`config.mk`:
```
export PLATFORM = sky130hd
export DESIGN_NAME = bwc_area_bus_wait_control
export DESIGN_NICKNAME = d
export VERILOG_FILES = /design/src/logic/bwc_pkg.sv /design/src/logic/bwc_area_bus_wait_control.sv
export SDC_FILE = /design/constraint.sdc
export NUM_CORES = 1
export LEC_CHECK = 0
export BUFFER_PORTS_ARGS = -buffer_cell sky130_fd_sc_hd__buf_2
export CAP_MARGIN = 30
export CORE_ASPECT_RATIO = 1.2
export CORE_MARGIN = 4
export CORE_UTILIZATION = 40
export DETAILED_ROUTE_END_ITERATION = 8
export PLACE_DENSITY = 0.69
export SETUP_SLACK_MARGIN = 0.5
export SLEW_MARGIN = 0
export SYNTH_ARGS = -nofsm -noshare
export SYNTH_HDL_FRONTEND = slang
export SYNTH_SLANG_ARGS = --single-unit
```
`constraint.sdc`:
```
create_clock -name mclk -period 3.6 [get_ports mclk]
set_input_delay 0.72 -clock mclk [delete_from_list [all_inputs] [get_ports mclk]]
set_output_delay 0.72 -clock mclk [all_outputs]
set_load 0.005 [all_outputs]
```
`src/logic/bwc_pkg.sv`:
```
package bwc_pkg;

	// =====================================================================
	// Register map: printed indices, byte address is four times the index.
	localparam logic [7:0] IDX_AREA_WIDTH_CTRL = 8'hEC;
	localparam logic [7:0] IDX_AREA_STATE_CTRL = 8'hED;
	localparam logic [7:0] IDX_WAIT_CTRL = 8'hEE;
	localparam logic [7:0] IDX_WAIT_ENABLE_CTRL = 8'hEF;
	localparam int ADDR_W = 12;

	// =====================================================================
	// Reset values and field layout.
	localparam logic [7:0] RST_AREA_STATE = 8'hFF;
	localparam logic [7:0] RST_WAIT_ENABLE = 8'hFF;
	localparam logic [3:0] RST_WAIT_CTRL = 4'h3;
	localparam logic [3:0] WAIT_CTRL_UNUSED = 4'hF;
	localparam int WC_LSB = 0;
	localparam int WMS_LSB = 2;
	localparam logic [1:0] STRAP_SETTLE = 2'h3;

	// =====================================================================
	// AXI responses.
	localparam logic [1:0] RESP_OKAY = 2'h0;
	localparam logic [1:0] RESP_SLVERR = 2'h2;

	typedef enum logic [1:0] {
		WM_PROGRAMMABLE,
		WM_NONE,
		WM_PIN1,
		WM_PIN_AUTO
	} bwc_wait_mode_e;

	typedef enum logic [2:0] {
		PH_IDLE,
		PH_T1,
		PH_T2,
		PH_TW,
		PH_T3
	} bwc_phase_e;

	// Per-area settings used for one external access.
	typedef struct packed {
		logic width8;
		logic threeState;
		logic waitEnable;
	} bwc_area_cfg_s;

endpackage

```
`src/logic/bwc_area_bus_wait_control.sv`:
```
// Our own choice: the AXI4-Lite register port.
`timescale 1ns/100ps

// Summary of operation
// - An area whose width bit is 0 is accessed 16 bits wide, and 8 bits wide when it is 1.
// - An area whose access-state bit is 0 uses two-state cycles, and three-state when 1.
// - Wait mode 00 is programmable, 01 no controller waits, 10 pin wait 1, 11 pin auto-wait.
// - The wait count field inserts zero, one, two or three wait states.
// - There is one wait enable bit per area, 7 down to 0, each set to 1 by reset.
// - A cleared wait enable bit turns wait control off for its area, giving pin wait mode 0.
module bwc_area_bus_wait_control
	import bwc_pkg::*;
(
	input wire logic mclk, // System clock, 25 MHz.
	input wire logic rst, // Asynchronous reset, active high.
	input wire logic widthStrap, // Mode strap: 1 makes all areas 8 bits wide after reset.
	input wire logic waitN, // External wait pin, active low, asynchronous.
	input wire logic accStart, // Pulse: begin an external access.
	input wire logic [2:0] accArea, // Area of the access, valid with accStart.
	output logic accBusy, // Access cycle in progress.
	output logic accDone, // Pulse in the last state of an access.
	output logic accWide8, // Current access runs 8 bits wide.
	output bwc_pkg::bwc_phase_e accPhase, // Bus state of the current access.
	input wire logic [bwc_pkg::ADDR_W-1:0] s_axi_awaddr, // Write address.
	input wire logic s_axi_awvalid, // Write address valid.
	output logic s_axi_awready, // Write address ready.
	input wire logic [31:0] s_axi_wdata, // Write data.
	input wire logic [3:0] s_axi_wstrb, // Write byte strobes.
	input wire logic s_axi_wvalid, // Write data valid.
	output logic s_axi_wready, // Write data ready.
	output logic [1:0] s_axi_bresp, // Write response.
	output logic s_axi_bvalid, // Write response valid.
	input wire logic s_axi_bready, // Write response ready.
	input wire logic [bwc_pkg::ADDR_W-1:0] s_axi_araddr, // Read address.
	input wire logic s_axi_arvalid, // Read address valid.
	output logic s_axi_arready, // Read address ready.
	output logic [31:0] s_axi_rdata, // Read data.
	output logic [1:0] s_axi_rresp, // Read response.
	output logic s_axi_rvalid, // Read data valid.
	input wire logic s_axi_rready // Read data ready.
);
	import bwc_pkg::*;

	// =====================================================================
	// Address decode.
	function automatic logic [ADDR_W-1:0] byteAddr(input logic [7:0] idx);
		byteAddr = {2'b00, idx, 2'b00};
	endfunction

	// =====================================================================
	// Configuration registers.
	logic [7:0] areaWidth;
	logic [7:0] areaState;
	logic [3:0] waitCtrl;
	logic [7:0] waitEnable;
	logic [1:0] strapCnt;
	logic strapDone;

	// =====================================================================
	// Pin synchronisers.
	logic waitS1, waitS2, waitS3, waitLvl;
	logic strapS1, strapS2, strapS3, strapLvl;

	always_ff @(posedge mclk or posedge rst) begin
		if (rst) begin
			{waitS1, waitS2, waitS3} <= 3'h7;
			{strapS1, strapS2, strapS3} <= 3'h0;
		end else begin
			{waitS1, waitS2, waitS3} <= {waitN, waitS1, waitS2};
			{strapS1, strapS2, strapS3} <= {widthStrap, strapS1, strapS2};
		end
	end

	// Levels change only once the second and third stages agree.
	always_ff @(posedge mclk or posedge rst) begin
		if (rst) begin
			waitLvl <= 1'b1;
			strapLvl <= 1'b0;
		end else begin
			if (waitS2 == waitS3) begin
				waitLvl <= waitS3;
			end
			if (strapS2 == strapS3) begin
				strapLvl <= strapS3;
			end
		end
	end

	wire waitAsserted = ~waitLvl;

	// =====================================================================
	// AXI4-Lite write channel.
	logic awHave, wHave;
	logic [ADDR_W-1:0] awAddr;
	logic [31:0] wData;
	logic wLane0;

	wire awTake = s_axi_awvalid & s_axi_awready;
	wire wTake = s_axi_wvalid & s_axi_wready;
	wire doWrite = awHave & wHave & ~s_axi_bvalid;
	wire wrWidth = awAddr == byteAddr(IDX_AREA_WIDTH_CTRL);
	wire wrState = awAddr == byteAddr(IDX_AREA_STATE_CTRL);
	wire wrWait = awAddr == byteAddr(IDX_WAIT_CTRL);
	wire wrEnable = awAddr == byteAddr(IDX_WAIT_ENABLE_CTRL);
	wire wrHit = wrWidth | wrState | wrWait | wrEnable;
	wire wrGo = doWrite & wLane0;

	always_ff @(posedge mclk or posedge rst) begin
		if (rst) begin
			s_axi_awready <= 1'b1;
			s_axi_wready <= 1'b1;
			awHave <= 1'b0;
			wHave <= 1'b0;
			awAddr <= '0;
			wData <= '0;
			wLane0 <= 1'b0;
			s_axi_bvalid <= 1'b0;
			s_axi_bresp <= RESP_OKAY;
		end else begin
			if (awTake) begin
				awHave <= 1'b1;
				awAddr <= s_axi_awaddr;
				s_axi_awready <= 1'b0;
			end
			if (wTake) begin
				wHave <= 1'b1;
				wData <= s_axi_wdata;
				wLane0 <= s_axi_wstrb[0];
				s_axi_wready <= 1'b0;
			end
			if (doWrite) begin
				awHave <= 1'b0;
				wHave <= 1'b0;
				s_axi_bvalid <= 1'b1;
				s_axi_bresp <= wrHit ? RESP_OKAY : RESP_SLVERR;
			end
			if (s_axi_bvalid & s_axi_bready) begin
				s_axi_bvalid <= 1'b0;
				s_axi_awready <= 1'b1;
				s_axi_wready <= 1'b1;
			end
		end
	end

	// The width register takes its strap value once the strap has settled after reset.
	always_ff @(posedge mclk or posedge rst) begin
		if (rst) begin
			areaWidth <= '0;
			areaState <= RST_AREA_STATE;
			waitCtrl <= RST_WAIT_CTRL;
			waitEnable <= RST_WAIT_ENABLE;
			strapCnt <= '0;
			strapDone <= 1'b0;
		end else begin
			if (!strapDone) begin
				strapCnt <= strapCnt + 2'h1;
				if (strapCnt == STRAP_SETTLE) begin
					strapDone <= 1'b1;
					// Take the level that the synchroniser settles on at this same edge.
					areaWidth <= {8{(strapS2 == strapS3) ? strapS3 : strapLvl}};
				end
			end
			if (wrGo & wrWidth) begin
				areaWidth <= wData[7:0];
			end
			if (wrGo & wrState) begin
				areaState <= wData[7:0];
			end
			if (wrGo & wrWait) begin
				waitCtrl <= wData[3:0];
			end
			if (wrGo & wrEnable) begin
				waitEnable <= wData[7:0];
			end
		end
	end

	// =====================================================================
	// AXI4-Lite read channel.
	wire arTake = s_axi_arvalid & s_axi_arready;
	wire rdWidth = s_axi_araddr == byteAddr(IDX_AREA_WIDTH_CTRL);
	wire rdState = s_axi_araddr == byteAddr(IDX_AREA_STATE_CTRL);
	wire rdWait = s_axi_araddr == byteAddr(IDX_WAIT_CTRL);
	wire rdEnable = s_axi_araddr == byteAddr(IDX_WAIT_ENABLE_CTRL);
	wire rdHit = rdWidth | rdState | rdWait | rdEnable;
	wire [7:0] rdByte = rdWidth ? areaWidth :
		rdState ? areaState :
		rdWait ? {WAIT_CTRL_UNUSED, waitCtrl} :
		rdEnable ? waitEnable : 8'h00;

	always_ff @(posedge mclk or posedge rst) begin
		if (rst) begin
			s_axi_arready <= 1'b1;
			s_axi_rvalid <= 1'b0;
			s_axi_rdata <= '0;
			s_axi_rresp <= RESP_OKAY;
		end else if (arTake) begin
			s_axi_arready <= 1'b0;
			s_axi_rvalid <= 1'b1;
			s_axi_rdata <= {24'h000000, rdByte};
			s_axi_rresp <= rdHit ? RESP_OKAY : RESP_SLVERR;
		end else if (s_axi_rvalid & s_axi_rready) begin
			s_axi_rvalid <= 1'b0;
			s_axi_arready <= 1'b1;
		end
	end

	// =====================================================================
	// Access sequencer.
	bwc_area_cfg_s cfg;
	logic [1:0] waitLeft;
	logic pinExtend;

	wire bwc_area_cfg_s startCfg = '{width8: areaWidth[accArea],
		threeState: areaState[accArea], waitEnable: waitEnable[accArea]};
	wire bwc_wait_mode_e waitMode = bwc_wait_mode_e'(waitCtrl[WMS_LSB +: 2]);
	wire [1:0] waitCount = waitCtrl[WC_LSB +: 2];

	// Wait plan decided at the end of T2.
	logic [1:0] planCount;
	logic planPin;
	always_comb begin
		planCount = 2'h0;
		planPin = 1'b0;
		if (!cfg.waitEnable) begin
			planPin = 1'b1;
		end else begin
			unique case (waitMode)
				WM_PROGRAMMABLE: planCount = waitCount;
				WM_NONE: planCount = 2'h0;
				WM_PIN1: begin
					planCount = waitCount;
					planPin = 1'b1;
				end
				WM_PIN_AUTO: planCount = waitAsserted ? waitCount : 2'h0;
			endcase
		end
	end

	wire planMore = (planCount != 2'h0) | (planPin & waitAsserted);
	wire [1:0] twLeft = (waitLeft == 2'h0) ? 2'h0 : waitLeft - 2'h1;
	wire twMore = (twLeft != 2'h0) | (pinExtend & waitAsserted);

	bwc_phase_e next_accPhase;
	always_comb begin
		next_accPhase = accPhase;
		unique case (accPhase)
			PH_IDLE: next_accPhase = accStart ? PH_T1 : PH_IDLE;
			PH_T1: next_accPhase = PH_T2;
			PH_T2: begin
				if (!cfg.threeState) begin
					next_accPhase = PH_IDLE;
				end else begin
					next_accPhase = planMore ? PH_TW : PH_T3;
				end
			end
			PH_TW: next_accPhase = twMore ? PH_TW : PH_T3;
			PH_T3: next_accPhase = PH_IDLE;
		endcase
	end

	always_ff @(posedge mclk or posedge rst) begin
		if (rst) begin
			accPhase <= PH_IDLE;
			cfg <= '0;
			waitLeft <= '0;
			pinExtend <= 1'b0;
			accBusy <= 1'b0;
			accDone <= 1'b0;
			accWide8 <= 1'b0;
		end else begin
			accPhase <= next_accPhase;
			accBusy <= next_accPhase != PH_IDLE;
			accDone <= (accPhase == PH_T1 && !cfg.threeState) ||
				(next_accPhase == PH_T3);
			if (accPhase == PH_IDLE && accStart) begin
				cfg <= startCfg;
				accWide8 <= startCfg.width8;
			end
			if (accPhase == PH_T2) begin
				waitLeft <= planCount;
				pinExtend <= planPin;
			end else if (accPhase == PH_TW) begin
				waitLeft <= twLeft;
			end
		end
	end

endmodule

```
==> results.cfg <==
[logic_synthesis]
synth_cell_type_count = 53
yosysTopAreaCell = dfrtp_1
synth_compound_area_share_pct = 7.439
yosys_warnings = 0
synth_top_family_by_area = multiplexers
yosys.area_share.simple_pct = 13.52
synthAdderAreaFrac_pct = 0.7706
async_flop_share_pct = 100.0
synth.area.mux_share_pct = 18.20
synth_top_cells_by_area = dfrtp_1 (37%), dfstp_2 (16%), mux2_2 (11%)
ys_seq_area_share_pct = 52.90
yosys.area.top_type_share_pct = 37.34
synth_area_per_cell_sq_um = 12.06
synth_edf_count = 0
netlist_instances = 350
syn-cell-area_sq_um = 4222
synth-seq-cells = 88
synthXorXnorAreaFrac_pct = 0.4149
synth_ff_type = dfrtp_1

[final_layout]
drive_gt1_share_pct = 41.23
final_util_pct = 47.67
nets = 491
fillers = 911
fin_area_sq_um = 4843
area_growth_pct = 14.73
antenna_cells = 0

[timing]
tightest_slew_ns = 0.7880
grt_setup_unrepaired = false
max_freq_ghz = 0.4881
skew_ns = 0.01165
period_minus_slack_ns = 2.049
finalHoldViolCount = 0
drv_slew = 0
slew_headroom_pct = 47.06
period_share_pct = 56.91
setup_violations = 0
fin_setup_tns_ns = 0

[cts]
clk_latency_ns = 0.33
cts_made_buffers = 9
root_buffer = clkbuf_16
cts_htree_levels = 3
cts_resized = 0
cts_tree = done
path_clk_slew_ns = 0.06
cts_num_sinks = 88
postCtsHoldBufs = 0
post-cts-setup-buffers = 0
cts_buffer_depth = 2

[drt]
firstDrtPassIters = 4
drt-initial-drc-count = 109
via_count = 2830
viasPerCell = 5.164
wirelength_microns = 8583
wl_per_cell_microns = 15.66
drc_errors = 0
final_antenna_net_count = 0

[die]
num_rows = 40
dieWidth_microns = 101.8
start_util_pct = 41.55
die_area_sq_um = 12270
die_h_microns = 120.5
ioPinCount = 120
core_sq_um = 10160

[worst_setup_path]
crit_slowest_cell = or3_1
end_kind = register
critical_path_required_ns = 3.82
path_cells = and3b_1, nand4_4, or3_1, mux2_4
path_class = register to register
crit_path_max_incr_delay_ns = 0.57
cp_data_arrival_time_ns = 2.26
start_kind = register
crit_fanout = 8

[global_routing]
gr-usage-all-layers_pct = 14.56
overflow = 0
grt_max_degree = 44
antenna_found_initial = 0
grt_first_pass_wirelength_microns = 14230
grt_pass1_vias = 2845

[pwr]
p_leak_nw = 2.234
power_mw = 2.895
ir_drop_uv = 291.8
power_density_nw_per_um2 = 597.7

[run]
max_cap_violations = 0

[run_status]
outcome = completed

[min_path]
hold_path_class = register to register

[placement]
place_congestion = 0.8321
place_area_sq_um = 4572
hpwl_microns = 6420
place.port_buffers = 66
[cell usage in the layout, fill, tap and decap left out, types with 3 or more instances in the layout]
cell        n
a21oi_1     8
a31oi_1     8
a41oi_1     5
and2_1      3
buf_2      66
clkbuf_16   9
clkinv_2    3
conb_1     26
dfrtp_1    63
dfstp_2    25
inv_1       8
mux2_2     42
mux2_4      8
mux2i_1     4
mux4_2      6
nand2_1    41
nand2b_1    5
nand3_1     5
nand4_1     6
nor2_1     16
nor2b_1     3
o211ai_1    5
o21ai_0     8
o22ai_1     5
[critical path, delay by kind of cell (launching register included)]
kind / cells / cell delay, ns
simple gates: 3 / 1.15
mux: 1 / 0.38
flops: 1 / 0.40
[final cells by class]
type                            count  area, sq um  area share [%]
Sequential cell                    88         2233           46.11
Clock buffer                       10        229.0           4.727
Clock inverter                      6        42.54          0.8783
Timing Repair Buffer               68        345.3           7.130
Tap cell                          126        157.7           3.255
Multi-Input combinational cell    241         1800           37.17
Inverter                            9        35.03          0.7233
[report_power, final]
part	total (mW)	leakage, nW	switching [mW]	internal (mW)
Sequential	1.44	1.03	0.203	1.23
Clock	0.857	0.129	0.387	0.470
Combinational	0.600	1.08	0.277	0.323
[path summary, 6_finish.rpt]
| check | to | slack, ns | startpoint | depth (start not counted) |
|---|---|---|---|---|
| setup / recovery | areaWidth[6] | 1.55 | s_axi_bvalid | 4 |
| hold / removal | strapS2 | 0.35 | strapS1 | 0 |
| setup reg to reg | areaWidth[6] | 1.55 | s_axi_bvalid | 4 |
| hold reg to reg | strapS2 | 0.35 | strapS1 | 0 |
| max in group asynchronous | s_axi_awready | 2.31 | rst | 3 |
| min in group asynchronous | waitLeft[0] | 0.48 | rst | 2 |
[Yosys cell counts (2+ instances only)]
cell,count
nor4_1,2
maj3_1,2
mux2_4,8
or3_1,2
mux2i_1,4
nor3_1,2
buf_1,2
or2_2,2
buf_4,27
o22ai_1,5
nor2_1,16
nor4bb_1,2
a41oi_1,5
nor3b_2,2
nor2b_1,3
nand2_1,41
a31oi_1,8
and4b_1,2
clkbuf_1,7
and2_1,3
o211ai_1,5
nand2b_1,5
nand4_1,6
dfrtp_1,63
mux2_2,42
a21o_1,2
mux4_2,6
nand3_1,5
o21ai_0,8
a21oi_1,8
inv_1,9
dfstp_2,25
[registers in the layout, summed over array words and instances (netlist names), 3 cells and up]
name and cells:
awAddr 12, areaState 8, areaWidth 8, s_axi_rdata 8, wData 8, waitEnable 8
waitCtrl 4, accPhase 3
[logic make-up (layout without fill, tap and decap cells)]
| family | after synthesis | after routing |
|---|---|---|
| AO/OA/AOI/OAI | 47 | 47 |
| buffers and inverters | 46 | 93 |
| other | 1 | 26 |
| AND/OR/NAND/NOR | 103 | 103 |
| XOR/XNOR | 2 | 2 |
| multiplexers | 60 | 60 |
| flip-flops | 88 | 88 |
| adder cells (fa/ha/maj) | 3 | 3 |
[per-layer routing]
metal  vias up  wire, microns  GRT usage (%)
met2       101           4190          23.61
met5         -              0              0
met1      1384           3686          19.30
met3         7            630          3.347
li1       1338              -              -
met4         0             75          4.489
[stage by stage]
stage | cells | setup slack [ns] | hold slack (ns)
3_5_place_dp | 532 | 1.481 | 0.3347
6_report | 548 | 1.551 | 0.3484
2_1_floorplan | 375 | 0.6428 | 0.3312
4_1_cts | 548 | 1.538 | 0.3494
5_1_grt | 548 | 1.470 | 0.3512
3_3_place_gp | 532 | 1.500 | 0.3355
Note: power is estimated with default switching activity, not from simulation.
